### config.mk
export PLATFORM = sky130hd
export DESIGN_NAME = rvt_vector_unit
export DESIGN_NICKNAME = d
export VERILOG_FILES = /design/src/verilog/rvt_pkg.sv /design/src/verilog/rvt_vector_unit.sv
export SDC_FILE = /design/constraint.sdc
export NUM_CORES = 1
export LEC_CHECK = 0
export ABC_AREA = 1
export BUFFER_PORTS_ARGS = -buffer_cell sky130_fd_sc_hd__buf_4
export CORE_AREA = 5 5 134 136
export DETAILED_ROUTE_END_ITERATION = 10
export DIE_AREA = 0 0 139 141
export HOLD_SLACK_MARGIN = 0.03
export PLACE_DENSITY = 0.67
export SLEW_MARGIN = 20
export SYNTH_ARGS = -nofsm -noshare
export SYNTH_HDL_FRONTEND = slang
export SYNTH_HIERARCHICAL = 1
export SYNTH_SLANG_ARGS = --single-unit
### constraint.sdc
create_clock -name clk_sys -period 18.4 [get_ports clk_sys]
set_input_delay 1.84 -clock clk_sys [delete_from_list [all_inputs] [get_ports clk_sys]]
set_output_delay 1.84 -clock clk_sys [all_outputs]
set_load 0.03 [all_outputs]
### src/verilog/rvt_pkg.sv
package rvt_pkg;

  localparam int          RVT_AW          = 24;
  localparam logic [23:0] RVT_RESET_ADDR  = 24'h000000;
  localparam logic [23:0] RVT_JUMP_TARGET = 24'h000002;
  localparam logic [23:0] RVT_PRI_BASE    = 24'h000004;
  localparam logic [23:0] RVT_ALT_BASE    = 24'h000104;
  localparam logic [23:0] RVT_PRI_IRQ0    = 24'h000014;
  localparam logic [23:0] RVT_PRI_IRQ117  = 24'h0000FE;
  localparam logic [23:0] RVT_ALT_IRQ0    = 24'h000114;
  localparam logic [23:0] RVT_ALT_IRQ117  = 24'h0001FE;
  localparam logic [23:0] RVT_CODE_START  = 24'h000200;
  localparam logic [23:0] RVT_PC_STEP     = 24'h000002;
  localparam int          RVT_NUM_VEC     = 126;
  localparam int          RVT_NUM_TRAP    = 8;
  localparam logic [6:0]  RVT_TRAP_OSC    = 7'h01;
  localparam logic [6:0]  RVT_TRAP_ADDR   = 7'h02;
  localparam logic [6:0]  RVT_TRAP_STACK  = 7'h03;
  localparam logic [6:0]  RVT_TRAP_MATH   = 7'h04;

  typedef enum logic [2:0] {
    RVT_ST_RUN,
    RVT_ST_VEC_REQ,
    RVT_ST_VEC_WAIT,
    RVT_ST_JUMP
  } rvt_state_t;

  // fetch request toward program memory
  typedef struct packed {
    logic        valid;
    logic [23:0] addr;
    logic        is_vector;
  } rvt_fetch_t;

  typedef struct packed {
    logic [6:0]  vec_num;
    logic        active;
  } rvt_vec_t;

endpackage

### src/verilog/rvt_vector_unit.sv
// Functional notes
// - reset enters directly, independent of trap or interrupt pending inputs.
// - reset clears all state, forcing program counter to zero.
// - first fetch after reset is from address 0x000000.
// - primary table: reserved, four traps, three reserved, from 0x000004.
// - interrupt vector 0 at 0x000014, vector 117 at 0x0000FE.
// - alternate table mirrors from 0x000104; code starts at 0x000200.
// - lowest numbered pending vector has highest natural priority.
// - alternate select steers all vectoring to the alternate table.
// - each vector word holds a 24-bit start address loaded into counter.
module rvt_vector_unit
  import rvt_pkg::*;
(
  input  wire logic                        clk_sys,
  input  wire logic                        sys_rst,
  input  wire logic                        alt_table_select,
  input  wire logic [rvt_pkg::RVT_NUM_VEC-1:0] vec_pending,
  input  wire logic                        advance,
  input  wire logic                        mem_ready,
  input  wire logic [23:0]                 mem_rdata,
  output rvt_pkg::rvt_fetch_t              fetch,
  output logic [23:0]                      program_counter,
  output rvt_pkg::rvt_vec_t                vec_ack
);
  import rvt_pkg::*;

  typedef struct packed {
    rvt_state_t  state;
    logic [23:0] pc;
    logic [6:0]  vec_num;
    logic        vec_active;
    logic [23:0] fetch_addr;
    logic        fetch_vec;
  } rvt_regs_t;

  rvt_regs_t   s_r;
  rvt_regs_t   s_nxt;
  logic        any_pend;
  logic [6:0]  win_num;
  logic        trap_any;
  logic [2:0]  trap_idx;
  logic        irq_any;
  logic [6:0]  irq_idx;
  logic [23:0] vec_addr;

  // traps sit below every interrupt in the table, so a pending trap always
  // outranks an interrupt; each group picks its own lowest index
  rvt_first_set #(
    .WIDTH (RVT_NUM_TRAP),
    .IDXW  (3)
  ) trap_pick_u (
    .req   (vec_pending[RVT_NUM_TRAP-1:0]),
    .found (trap_any),
    .index (trap_idx)
  );

  rvt_first_set #(
    .WIDTH (RVT_NUM_VEC - RVT_NUM_TRAP),
    .IDXW  (7)
  ) irq_pick_u (
    .req   (vec_pending[RVT_NUM_VEC-1:RVT_NUM_TRAP]),
    .found (irq_any),
    .index (irq_idx)
  );

  always_comb begin
    any_pend = trap_any | irq_any;
    if (trap_any) begin
      win_num = {4'h0, trap_idx};
    end else begin
      win_num = irq_idx + 7'(RVT_NUM_TRAP);
    end
  end

  // trap slots 0..7 and interrupts 8..125 share one linear index, so the
  // layout of traps and interrupt words falls out of base plus 2*n
  rvt_vec_addr addr_u (
    .alt_sel (alt_table_select),
    .vec_num (win_num),
    .addr    (vec_addr)
  );

  always_comb begin
    s_nxt = s_r;
    case (s_r.state)
      RVT_ST_RUN: begin
        s_nxt.fetch_vec  = 1'b0;
        s_nxt.fetch_addr = s_r.pc;
        s_nxt.vec_active = 1'b0;
        if (any_pend) begin
          s_nxt.state      = RVT_ST_VEC_REQ;
          s_nxt.vec_num    = win_num;
          s_nxt.fetch_vec  = 1'b1;
          s_nxt.fetch_addr = vec_addr;
        end else if (advance) begin
          s_nxt.pc         = s_r.pc + RVT_PC_STEP;
          s_nxt.fetch_addr = s_r.pc + RVT_PC_STEP;
        end
      end
      RVT_ST_VEC_REQ: begin
        s_nxt.state = RVT_ST_VEC_WAIT;
      end
      RVT_ST_VEC_WAIT: begin
        if (mem_ready) begin
          s_nxt.pc         = mem_rdata;
          s_nxt.fetch_addr = mem_rdata;
          s_nxt.fetch_vec  = 1'b0;
          s_nxt.vec_active = 1'b1;
          s_nxt.state      = RVT_ST_JUMP;
        end
      end
      RVT_ST_JUMP: begin
        s_nxt.vec_active = 1'b0;
        s_nxt.state      = RVT_ST_RUN;
      end
      default: begin
        s_nxt.state = RVT_ST_RUN;
      end
    endcase
  end

  // reset is plain state clearing, never a vector fetch
  always_ff @(posedge clk_sys) begin
    if (sys_rst) begin
      s_r.state      <= RVT_ST_RUN;
      s_r.pc         <= RVT_RESET_ADDR;
      s_r.vec_num    <= 7'h00;
      s_r.vec_active <= 1'b0;
      s_r.fetch_addr <= RVT_RESET_ADDR;
      s_r.fetch_vec  <= 1'b0;
    end else begin
      s_r <= s_nxt;
    end
  end

  assign fetch.valid      = ~sys_rst;
  assign fetch.addr       = s_r.fetch_addr;
  assign fetch.is_vector  = s_r.fetch_vec;
  assign program_counter  = s_r.pc;
  assign vec_ack.vec_num  = s_r.vec_num;
  assign vec_ack.active   = s_r.vec_active;

endmodule // rvt_vector_unit

// finds the lowest set request bit; bit 0 has the highest natural priority
module rvt_first_set #(
  parameter int WIDTH = 8,
  parameter int IDXW  = 3
) (
  input  wire logic [WIDTH-1:0] req,
  output logic                  found,
  output logic [IDXW-1:0]       index
);

  // scanning downward lets the lowest set bit overwrite any higher one
  always_comb begin
    found = 1'b0;
    index = '0;
    for (int i = WIDTH - 1; i >= 0; i--) begin
      if (req[i]) begin
        found = 1'b1;
        index = IDXW'(i);
      end
    end
  end

endmodule // rvt_first_set

// forms the program memory word address of one vector entry
module rvt_vec_addr
  import rvt_pkg::*;
(
  input  wire logic        alt_sel,
  input  wire logic [6:0]  vec_num,
  output logic [23:0]      addr
);
  import rvt_pkg::*;

  logic [23:0] base;

  // both tables share one layout, so only the base differs
  always_comb begin
    base = alt_sel ? RVT_ALT_BASE : RVT_PRI_BASE;
    addr = base + {16'h0000, vec_num, 1'b0};
  end

endmodule // rvt_vec_addr

# --- Word-level counts from Yosys, hierarchy flattened ---
# Cells that the tools add are included.
classes:
  add_sub_neg: 3
  eq_ne: 6
  n_mux: 265
  n_bitwise: 2
  n_reduce_logical: 9
ops:
  columns: ["operator", "n"]
  rows:
  - ["$mux 7", 119]
  - ["$mux 1", 127]
  - ["$mux 24", 3]
  - ["$pmux 25 s2", 1]
  - ["$pmux 24 s2", 1]
  - ["$mux 27", 1]
  - ["$mux 3", 9]
  - ["$mux 26", 1]
  - ["$add 24x2->24 const B", 1]
  - ["$add 24x8->24", 1]
  - ["$mux 9", 1]
  - ["$pmux 3 s3", 1]
  - ["$reduce_and 2->1", 4]
  - ["$add 7x4->7 const B", 1]
  - ["$eq 3x2->1 const B", 2]
  - ["$ne 2x2->1 const B", 3]
  - ["$reduce_bool 2->1", 2]
  - ["$eq 3x1->1 const B", 1]
  - ["$logic_not 3->1", 1]
  - ["$reduce_and 3->1", 1]
  - ["$pmux 1 s2", 1]
  - ["$reduce_or 2->1", 1]
  - ["$not 1->1", 1]
  - ["$or 1x1->1", 1]
word_totals:
  register_bits: 60
  input_bits: 155
  out_inout_bits: 58
  wordCells: 291

# --- Depth between registers and ports, before layout ---
# Gate-level depths: netlist of the first run.
depth:
  depth_word: 123
  mapped_depth: 120
  mapped_depth_nobuf: 119

# --- Modules after synthesis ---
# The synthesis of the first run kept the hierarchy.
by_module_without_submodules:
  columns: ["mod", "instances", "cells_per_inst", "area_each_um2", "seq_area_each_um2"]
  rows:
  - ["rvt_vector_unit", 1, 614, 3976.3, 1181.1]
  - ["rvt_first_set (irq_pick_u)", 1, 438, 2150.8, 0.0]
  - ["rvt_vec_addr", 1, 42, 260.2, 0.0]
  - ["rvt_first_set (trap_pick_u)", 1, 22, 98.8, 0.0]

# --- Least setup slack after synthesis of the first run ---
# No wires, ideal clock.
synth_path:
  path_type: "input port to flip-flop"
  from: "in vec_pending[124] in the netlist's numbering"
  to: "reg s_r (netlist bit fetch[2])"
  setup_time_ns: 0.123
  arrival_time_ns: 7.075
  t_required_ns: 18.277
  slack_ns: 11.202
  stages: 120
  path_buffers: 1
  cell_sequence: "inv_1 -> nand2_1 -> nand2_1 -> nand2_1 -> nand2_1 -> nand2_1 -> nand2_1 -> nand2_1 -> nand2_1 -> nand2_1 -> nand2_1 -> nand2_1 -> nand2_1 -> nand2_1 -> nand2_1 -> nand2_1 -> nand2_1 -> nand2_1 -> (+84 left out) -> nand2_1 -> nand2_1 -> nand2_1 -> nand2_1 -> nand2_1 -> nand2_1 -> nand2_1 -> nand2_1 -> nand2_1 -> nand2_1 -> nand2_1 -> nand2_1 -> a21oi_2 -> nand2_1 -> nand2_1 -> buf_4 -> o211ai_1 -> a21oi_1"
synth_via:
  elab_chain_cells: 122
  word_cells_on_any_way: 240
  classes_between: "add/sub (2); mux (237); bitwise (1)"
synth_lines:
  columns: ["element", "line", "text"]
  rows:
  - ["start: declaration", "rvt_vector_unit.sv:17", "input wire logic [rvt_pkg::RVT_NUM_VEC-1:0] vec_pending,"]
  - ["$mux 7 (117 in a row)", "rvt_vector_unit.sv:160", "if (req[i]) begin"]
  - ["net irq_idx[0]", "rvt_vector_unit.sv:43", "logic [6:0] irq_idx;"]
  - ["$add 7x4->7", "rvt_vector_unit.sv:71", "win_num = irq_idx + 7'(RVT_NUM_TRAP);"]
  - ["$mux 7", "rvt_vector_unit.sv:68", "if (trap_any) begin"]
  - ["net win_num[0]", "rvt_vector_unit.sv:39", "logic [6:0] win_num;"]
  - ["$add 24x8->24", "rvt_vector_unit.sv:184", "addr = base + {16'h0000, vec_num, 1'b0};"]
  - ["net vec_addr[1]", "rvt_vector_unit.sv:44", "logic [23:0] vec_addr;"]
  - ["$mux 24", "rvt_vector_unit.sv:90", "if (any_pend) begin"]
  - ["$pmux 25 s2", "rvt_vector_unit.sv:85", "case (s_r.state)"]
  - ["end signal: assignment", "rvt_vector_unit.sv:132", "s_r <= s_nxt;"]
  - ["end: declaration", "rvt_vector_unit.sv:36", "rvt_regs_t s_r;"]
# The timed path passes the listed nets, and every way through them passes these cells.
# A chain may end at the register's enable or synchronous reset.

# --- Final worst setup path of the first run ---
layout_path:
  from: "in vec_pending[124] in the netlist's numbering"
  to: "reg s_r (netlist bit fetch[2])"
layout_via:
  elab_chain_cells: 122
  word_cells_on_any_way: 240
  classes_between: "add/sub (2); mux (237); bitwise (1)"
layout_lines:
  columns: ["element", "line"]
  rows:
  - ["$mux 7 (117 in a row)", "rvt_vector_unit.sv:160"]
  - ["net irq_idx[0]", "rvt_vector_unit.sv:43"]
  - ["$add 7x4->7", "rvt_vector_unit.sv:71"]
  - ["$mux 7", "rvt_vector_unit.sv:68"]
  - ["net win_num[0]", "rvt_vector_unit.sv:39"]
  - ["$add 24x8->24", "rvt_vector_unit.sv:184"]
  - ["$mux 24", "rvt_vector_unit.sv:90"]
  - ["$pmux 25 s2", "rvt_vector_unit.sv:85"]
# The timed path passes the listed nets, and every way through them passes these cells.

==> flow_metrics.tcl, run 1 <==
set metrics [dict create \
    grt_pass1_vias 6303 \
    cp.required_ns 18.67 \
    syn_inst 1116 \
    cts_tree "yes" \
    finalWorstSetupSlack_ns 11.06 \
    critPathArrivalTime_ns 7.61 \
    relSlewSlack 0.3953 \
    root_buffer "clkbuf_16" \
    wl_per_cell_um 12.75 \
    insertion_delay_ns 0.34 \
    crit_slowest_cell "a21oi_1" \
    dieArea_mm2 0.01960 \
    timing.rr.end "program_counter[20]$_SDFFE_PP0P_" \
    hold_class "reg -> reg" \
    setup_viol 0 \
    power.density_mw_per_mm2 106.3 \
    clockBufferDepth 2 \
    nets 1415 \
    core_area_mm2 0.01682 \
    path_max_fanout 2 \
    grt_overflow_total 0 \
    endpoint_kind "flip-flop" \
    fin_crit_ns 7.340 \
    htree_levels 3 \
    grt_usage 0.1867 \
    crit_family "simple AND/OR/NAND/NOR gates" \
    grt_pass1_wl_mm 30.55 \
    holdPathEnd "vec_ack[7]$_SDFFE_PP0P_" \
    port_buffers 212 \
    routed_wl_mm 18.93 \
    post_cts_resized 0 \
    ios 213 \
    ir_worst_vdd_mv 0.08823 \
    die-width_um 139 \
    slew_viol_final 0 \
    firstDrtPassIters 5 \
    fmax_ghz 0.1362 \
    hold_buffers 0 \
    synth_area_mm2 0.006486 \
    antenna_left 0 \
    cts_setup_buffers 0 \
    die_h_um 141 \
    r2r_setup_slack_ns 15.36 \
    rsz0062_at_grt "no" \
    ys_warn_count 6 \
    clkSinkCount 59 \
    p_leak_nw 4.187 \
    diodes 0 \
    tightestPinTransition_ns 0.9014 \
    yosys.cell_types.count 44 \
    drc 0 \
    reg2reg_depth 10 \
    r2r-start "s_r[57]$_SDFFE_PP0P_" \
    final.setup_skew_ns 0.007958 \
    path_class "in -> reg" \
    fin_area_mm2 0.008058 \
    cts_buffers 9 \
    first_iter_violations 386 \
    ys_ff_latch 59 \
    place_area_mm2 0.007755 \
    final_hold_viol_count 0 \
    fin_crit_sh 0.3989 \
    top_usage_layer "met2" \
    drive_gt1_frac 0.2359 \
    path_common_cell "nand2_1" \
    initial_core_util 0.3857 \
    grtUsageMet3 0.02917 \
    gp_congestion 0.8227 \
    min_path_cells 2 \
    clk_pin_slew_ns 0.06 \
    pre_cts_slack_ns 10.67 \
    place_inst 1468 \
    final_util 0.4792 \
    antenna_found_initial 0 \
    grt_max_degree 52 \
    final-instance-count-excl-fill 1484 \
    critPathBufInv 2 \
    crit_path_start_kind "input port" \
    maxCapViolations 0 \
    dpl.hpwl_mm 15.01 \
    worstHoldStart "vec_ack[7]$_SDFFE_PP0P_" \
    avgSynthCellArea_um2 5.812 \
    synth_seq_area_share 0.1821 \
    use_met1 0.2377 \
    max_stage_delay_ns 0.16 \
    use_met2 0.3265 \
    vias 6805 \
    yosys_most_used_dff "dfxtp_1" \
    avgViaCountPerCell 4.586 \
    synth_enable_flop_cells 0 \
    area_growth_syn_to_layout_pct 24.23 \
    row_count 48 \
    async_flop_share 0 \
    outcome "complete, no violations" \
    setup_tns_ns 0 \
]
-- per-stage QoR --
step | hold WS, ns | power [W]
floorplan | 0.4403 | 0.0005798
global placement | 0.4566 | 0.0006818
detailed placement | 0.4631 | 0.0006838
CTS | 0.4785 | 0.0008597
global route | 0.5023 | 0.0009158
finish | 0.4747 | 0.0008568
-- cell usage after synthesis, drive strengths merged (2+ instances only) --
cell type    n  area share
nand3       35       0.027
inv        141       0.082
o21ai       71       0.055
buf         89       0.098
xor2         8       0.011
nor2       176        0.11
nand4        4      0.0039
a21oi       84       0.065
nand2      339        0.20
dfxtp       59        0.18
xnor2        4      0.0054
nand3b       4      0.0046
clkbuf      13      0.0077
o211ai       5      0.0058
a31oi       10      0.0096
or2          6      0.0058
ha           6       0.012
nor4         5      0.0048
clkinv       2      0.0012
bufinv      30       0.081
nor3        11      0.0093
o21bai       4      0.0046
a211oi       2      0.0023
-- how the worst max path moves through the flow --
| stage | from | end | cells past startpoint |
|---|---|---|---|
| 2_1_floorplan | vec_pending[124] | fetch[2]$_SDFFE_PP0P_ | 120 |
| 3_3_place_gp | vec_pending[124] | fetch[2]$_SDFFE_PP0P_ | 120 |
| 3_5_place_dp | vec_pending[124] | fetch[2]$_SDFFE_PP0P_ | 120 |
| 4_1_cts | vec_pending[124] | fetch[2]$_SDFFE_PP0P_ | 120 |
| 5_1_grt | vec_pending[124] | fetch[2]$_SDFFE_PP0P_ | 120 |
| 6_report | vec_pending[124] | fetch[2]$_SDFFE_PP0P_ | 120 |
-- state kept, by name, summed over array words and instances, names as in the netlist --
signal / cells
fetch: 25
program_counter: 24
vec_ack: 8
s_r: 2
-- report_power, final --
| group | switching, W | leakage (nW) | internal, W |
|---|---|---|---|
| clock | 0.0000681 | 0.134 | 0.000105 |
| sequential | 0.0000371 | 0.487 | 0.000173 |
| combinational | 0.000308 | 3.57 | 0.000165 |
-- area by class of cell --
type                       count  area (um2)
inverter                     173        1062
clock buffer                   9       225.2
timing repair buffer         215        1614
tap                          225       281.5
clock inverter                 7       77.57
fill                        1838        8758
sequential                    59        1181
multi-input combinational    796        3616
-- worst min-delay path: cells and delay by family (launching register included) --
family / cells / cell delay [ns]
simple gates: 1 / 0.06
compound gates: 1 / 0.06
flops: 1 / 0.31
-- cell families after synthesis --
| family | Yosys count | synth area share |
|---|---|---|
| fa+ha+maj | 6 | 0.01157 |
| mux | 1 | 0.001543 |
| simple gates | 582 | 0.3704 |
| flops | 59 | 0.1821 |
| buf+inv | 275 | 0.2697 |
| other cells | 1 | 0.0005781 |
| xor+xnor | 12 | 0.01620 |
| compound gates | 180 | 0.1480 |
-- metal layers --
metal | wire (um) | share of wire
met5 | 0 | 0
met3 | 843 | 0.045
met2 | 9126 | 0.48
met4 | 442 | 0.023
met1 | 8513 | 0.45
-- cells in the final DEF, fill, tap and decap left out, types with 5 or more instances in the layout --
cell	instances
nand3_1	35
inv_1	134
conb_1	15
o21ai_0	70
nor3_1	10
a31oi_1	10
clkbuf_16	9
nor2_2	8
a21oi_1	83
o211ai_1	5
buf_4	215
nor2_1	159
dfxtp_1	59
nor4_1	5
nand2_2	6
xor2_1	8
bufinv_8	30
nor2_4	9
inv_2	7
ha_1	5
nand2_1	333
No activity file was read; power rests on OpenSTA's default activity.
==> run 2, diff against run 1 <==
--- a/config.mk
+++ b/config.mk
@@ -11,7 +11,7 @@
 export DETAILED_ROUTE_END_ITERATION = 10
 export DIE_AREA = 0 0 139 141
 export HOLD_SLACK_MARGIN = 0.03
-export PLACE_DENSITY = 0.67
+export PLACE_DENSITY = 0.69
 export SLEW_MARGIN = 20
 export SYNTH_ARGS = -nofsm -noshare
 export SYNTH_HDL_FRONTEND = slang
==> constraint.sdc (replaced) <==
create_clock -name clk_sys -period 6.45 [get_ports clk_sys]
set_input_delay 0.645 -clock clk_sys [delete_from_list [all_inputs] [get_ports clk_sys]]
set_output_delay 0.645 -clock clk_sys [all_outputs]
set_load 0.03 [all_outputs]
==> run 2 against run 1 <==
  * Via count rose by 0.16%
  * Flip-flop and latch count did not move
  * Count of clock-buffer cells in the layout rose by 3
  * Die area did not move
  * Register-to-register slack got worse by 12 ns
  * Critical endpoint unchanged
  * Highest routed layer unchanged
==> flow_metrics.tcl, run 2 (synthesized netlist as in run 1, its figures left out) <==
set metrics [dict create \
    hold_buffers 0 \
    place_area_mm2 0.007757 \
    finalWorstSetupSlack_ns 0.2519 \
    clockBufferDepth 2 \
    pre_cts_slack_ns -0.1226 \
    grt_max_degree 60 \
    die_h_um 141 \
    final_common_cell "nand2_1" \
    port_buffers 212 \
    row_count 48 \
    outcome "complete, no violations" \
    slew_viol_final 0 \
    holdWs_ns 0.4695 \
    cp.required_ns 6.72 \
    antenna_left 0 \
    total_power_w 0.002495 \
    dieArea_mm2 0.01960 \
    final.setup_skew_ns 0.007347 \
    first_iter_violations 394 \
    clk_pin_slew_ns 0.05 \
    grt_usage 0.1862 \
    crit_path_start_kind "input port" \
    gp_congestion 0.8274 \
    tightestPinTransition_ns 0.9534 \
    diodes 0 \
    htree_levels 3 \
    core_area_mm2 0.01682 \
    maxCapViolations 0 \
    ios 213 \
    nets 1416 \
    path_common_cell "nand2_1" \
    hold_class "reg -> reg" \
    grt_pass1_wl_mm 30.21 \
    avgViaCountPerCell 4.590 \
    max_stage_delay_ns 0.17 \
    power.share.sequential 0.240 \
    insertion_delay_ns 0.34 \
    setup_viol 0 \
    final_hold_viol_count 0 \
    fin_area_mm2 0.008095 \
    power.density_mw_per_mm2 308.2 \
    fin_crit_ns 6.198 \
    post_cts_resized 0 \
    fin_crit_sh 0.9610 \
    area_growth_syn_to_layout_pct 24.81 \
    final_util 0.4814 \
    relSlewSlack 0.3605 \
    endpoint_kind "flip-flop" \
    power.internal_w 0.001325 \
    root_buffer "clkbuf_16" \
    clkSinkCount 59 \
    largest_reg_flops 25 \
    clockPowerShare 0.216 \
    cts_tree "yes" \
    routed_wl_mm 19.05 \
    die-width_um 139 \
    drc 0 \
    ir_worst_vdd_mv 0.3033 \
    cts_setup_buffers 0 \
    path_max_fanout 2 \
    crit_slowest_cell "a21oi_1" \
    firstDrtPassIters 5 \
    swShare 0.4688 \
    layout_common_cells "nand2_1, buf_4, nor2_1" \
    cts_buffers 9 \
    p_leak_nw 4.215 \
    wl_per_cell_um 12.83 \
    initial_core_util 0.3857 \
    drive_gt1_frac 0.2381 \
    fmax_ghz 0.1613 \
    antenna_found_initial 0 \
    grt_overflow_total 0 \
    vias 6816 \
    critPathArrivalTime_ns 6.47 \
    rsz0062_at_grt "yes" \
    grt_pass1_vias 6157 \
    combPwrFrac 0.544 \
    path_class "in -> reg" \
    p_sw_w 0.001170 \
    dpl.hpwl_mm 15.04 \
]
==> run 2: changes by cell type in the layout (fill, tap and decap cells not counted), sizes merged <==
cell / previous run / this run
clkbuf: 9 / 12
clkinvlp: 4 / 1
buf: 215 / 216
bufinv: 31 / 32
inv: 142 / 141
==> run 2: worst paths after layout <==
check | from | endpoint | slack, ns | cells past startpoint
setup / recovery | vec_pending[124] | fetch[2]$_SDFFE_PP0P_ | 0.25 | 120
hold / removal | vec_ack[2]$_SDFFE_PP0P_ | vec_ack[2]$_SDFFE_PP0P_ | 0.47 | 2
setup reg to reg | s_r[57]$_SDFFE_PP0P_ | program_counter[10]$_SDFFE_PP0P_ | 3.39 | 11
hold reg to reg | vec_ack[2]$_SDFFE_PP0P_ | vec_ack[2]$_SDFFE_PP0P_ | 0.47 | 2
==> run 2: through the flow <==
step           instances  setup TNS, ns
6_report            1485              0
2_1_floorplan       1130              0
3_5_place_dp        1469        -0.1819
4_1_cts             1485              0
5_1_grt             1485         -1.802
3_3_place_gp        1469      -0.008705
==> run 2: final cells by class <==
cell class              instances  area (um2)
inverters                     173        1062
well taps                     225       281.5
multi-input cells             796        3620
flip-flops and latches         59        1181
clock buffers                  12       256.5
clock inverters                 4       72.57
fillers                      1830        8721
repair buffers                216        1622
==> run 2: power groups by stage <==
stage / sequential [W] / combinational (W) / clock, W
after floorplan: 0.000566 / 0.00109 / 0
after global placement: 0.000603 / 0.00134 / 0
after detailed placement: 0.000602 / 0.00135 / 0
after CTS: 0.000597 / 0.00136 / 0.000546
after global routing: 0.000615 / 0.00149 / 0.000558
final: 0.000599 / 0.00136 / 0.000540
==> run 2: metal layers <==
layer	vias up	routed length, um	track usage
met5	-	0	0
met4	0	335	0.04943
met3	23	986	0.03596
met2	188	9156	0.3229
met1	2966	8569	0.2375
li1	3639	-	-
==> run 2: worst max-delay path, delay by kind of cell <==
family	cells	cell delay [ns]
buffers and inverters	2	0.15
and+or+nand+nor	115	5.38
AOI/OAI and AO/OA	3	0.35
==> run 3, diff against run 2 <==
--- a/config.mk
+++ b/config.mk
@@ -10,9 +10,10 @@
 export CORE_AREA = 5 5 134 136
 export DETAILED_ROUTE_END_ITERATION = 10
 export DIE_AREA = 0 0 139 141
-export HOLD_SLACK_MARGIN = 0.03
+export HOLD_SLACK_MARGIN = 0.05
 export PLACE_DENSITY = 0.69
-export SLEW_MARGIN = 20
+export REMOVE_ABC_BUFFERS = 1
+export SLEW_MARGIN = 30
 export SYNTH_ARGS = -nofsm -noshare
 export SYNTH_HDL_FRONTEND = slang
 export SYNTH_HIERARCHICAL = 1
==> run 3 against run 2 <==
  * Total power shrank 0.25%
  * Cell area unchanged
  * Clock skew decreased by 0.0010 ns
  * Global-route usage grew 0.26 points
  * Sequential share of layout area is the same
  * Combinational power about the same
  * Hold slack improved by 0.0055 ns
  * Die area stayed put
  * Critical endpoint unchanged
  * Fmax down 0.21%
==> flow_metrics.tcl, run 3 (synthesized netlist as in run 1, its figures left out) <==
set metrics [dict create \
    p_leak_nw 4.212 \
    power.density_mw_per_mm2 307.4 \
    rsz0062_at_grt "yes" \
    met3RoutedLength_um 739 \
    row_count 48 \
    relSlewSlack 0.5406 \
    finalWorstSetupSlack_ns 0.2389 \
    pre_cts_slack_ns -0.1400 \
    tightestPinTransition_ns 0.6875 \
    final_hold_viol_count 0 \
    avgViaCountPerCell 4.586 \
    endpoint_kind "flip-flop" \
    final_util 0.4814 \
    diodes 0 \
    grt_pass1_vias 6485 \
    wl_per_cell_um 12.84 \
    cts_tree "yes" \
    drc 0 \
    cts_buffers 9 \
    place_inst 1468 \
    grt_max_degree 60 \
    path_common_cell "nand2_1" \
    core_area_mm2 0.01682 \
    clockBufferDepth 2 \
    vias 6805 \
    area_growth_syn_to_layout_pct 24.81 \
    first_iter_violations 332 \
    crit_slowest_cell "a21oi_1" \
    clkSinkCount 59 \
    nets 1415 \
    largest_reg_flops 25 \
    fin_area_mm2 0.008095 \
    drive_gt1_frac 0.2375 \
    final.setup_skew_ns 0.006339 \
    fmax_ghz 0.1610 \
    crit_path_start_kind "input port" \
    place_area_mm2 0.007760 \
    final_common_cell "nand2_1" \
    slew_viol_final 0 \
    root_buffer "clkbuf_16" \
    insertion_delay_ns 0.33 \
    initial_core_util 0.3857 \
    cp.required_ns 6.71 \
    dieArea_mm2 0.01960 \
    clk_pin_slew_ns 0.06 \
    hold_class "reg -> reg" \
    grt_usage 0.1888 \
    path_max_fanout 2 \
    path_class "in -> reg" \
    m1WireLength_mm 8.829 \
    maxCapViolations 0 \
    outcome "complete, no violations" \
    ir_worst_vdd_mv 0.3081 \
    critPathArrivalTime_ns 6.47 \
    port_buffers 212 \
    setup_viol 0 \
    cts_setup_buffers 0 \
    topRoutingLayerUsed "met4" \
    die-width_um 139 \
    layout_common_cells "nand2_1, buf_4, nor2_1" \
    dpl.hpwl_mm 14.91 \
    gp_congestion 0.8465 \
    die_h_um 141 \
    max_stage_delay_ns 0.17 \
    fin_crit_ns 6.211 \
    antenna_left 0 \
    htree_levels 3 \
    post_cts_resized 0 \
    firstDrtPassIters 5 \
    hold_buffers 0 \
    fillers 1823 \
    antenna_found_initial 0 \
    met2_length_mm 9.149 \
    fin_crit_sh 0.9630 \
    final-instance-count-excl-fill 1484 \
    grt_pass1_wl_mm 31.15 \
    routed_wl_mm 19.05 \
    grt_overflow_total 0 \
    ios 213 \
    holdWs_ns 0.4751 \
]
==> run 3: cell count changes in the layout (fill, tap and decap cells not counted) <==
cell and change:
nand2_1 +1, clkinv_1 -1, inv_2 +1, buf_4 -1, ha_4 +1, nand2_2 -1
ha_2 -1
==> run 3: path summary, 6_finish.rpt <==
check / startpoint / end / slack [ns] / cells after the start
setup reg to reg: s_r[57]$_SDFFE_PP0P_ / program_counter[4]$_SDFFE_PP0P_ / 3.49 / 10
setup / recovery: vec_pending[124] / fetch[2]$_SDFFE_PP0P_ / 0.24 / 120
hold / removal: vec_ack[2]$_SDFFE_PP0P_ / vec_ack[2]$_SDFFE_PP0P_ / 0.48 / 2
hold reg to reg: vec_ack[2]$_SDFFE_PP0P_ / vec_ack[2]$_SDFFE_PP0P_ / 0.48 / 2
==> run 3: worst max-delay path: cells and delay by family <==
family,cells,cell delay (ns)
AND/OR/NAND/NOR,115,5.34
AO/OA/AOI/OAI,3,0.37
buffers and inverters,2,0.15
==> run 3: where the power goes <==
part	internal, W	switching, W	total (W)
sequential	0.000493	0.000105	0.000598
clock	0.000359	0.000174	0.000532
combinational	0.000478	0.000880	0.00136
==> run 3: routing by layer <==
metal / track usage / vias to the layer above
met2: 0.3286 / 157
met3: 0.02815 / 26
met1: 0.2476 / 2991
met4: 0.04325 / 0
li1: - / 3631
met5: 0 / -
==> run 3: metrics by stage <==
step                      power, W   TNS, ns
after floorplan           0.001438         0
after global placement    0.001935  -0.02112
after detailed placement  0.001953   -0.2367
after CTS                 0.002495         0
after global routing      0.002673    -2.337
final                     0.002489         0
==> run 3: area by class of cell <==
type | count | area, um2 | area share
clock buffers | 12 | 256.5 | 0.03168
repair buffers | 215 | 1614 | 0.1994
clock inverters | 4 | 72.57 | 0.008964
flip-flops and latches | 59 | 1181 | 0.1459
well taps | 225 | 281.5 | 0.03478
multi-input cells | 796 | 3627 | 0.4481
inverters | 173 | 1062 | 0.1312
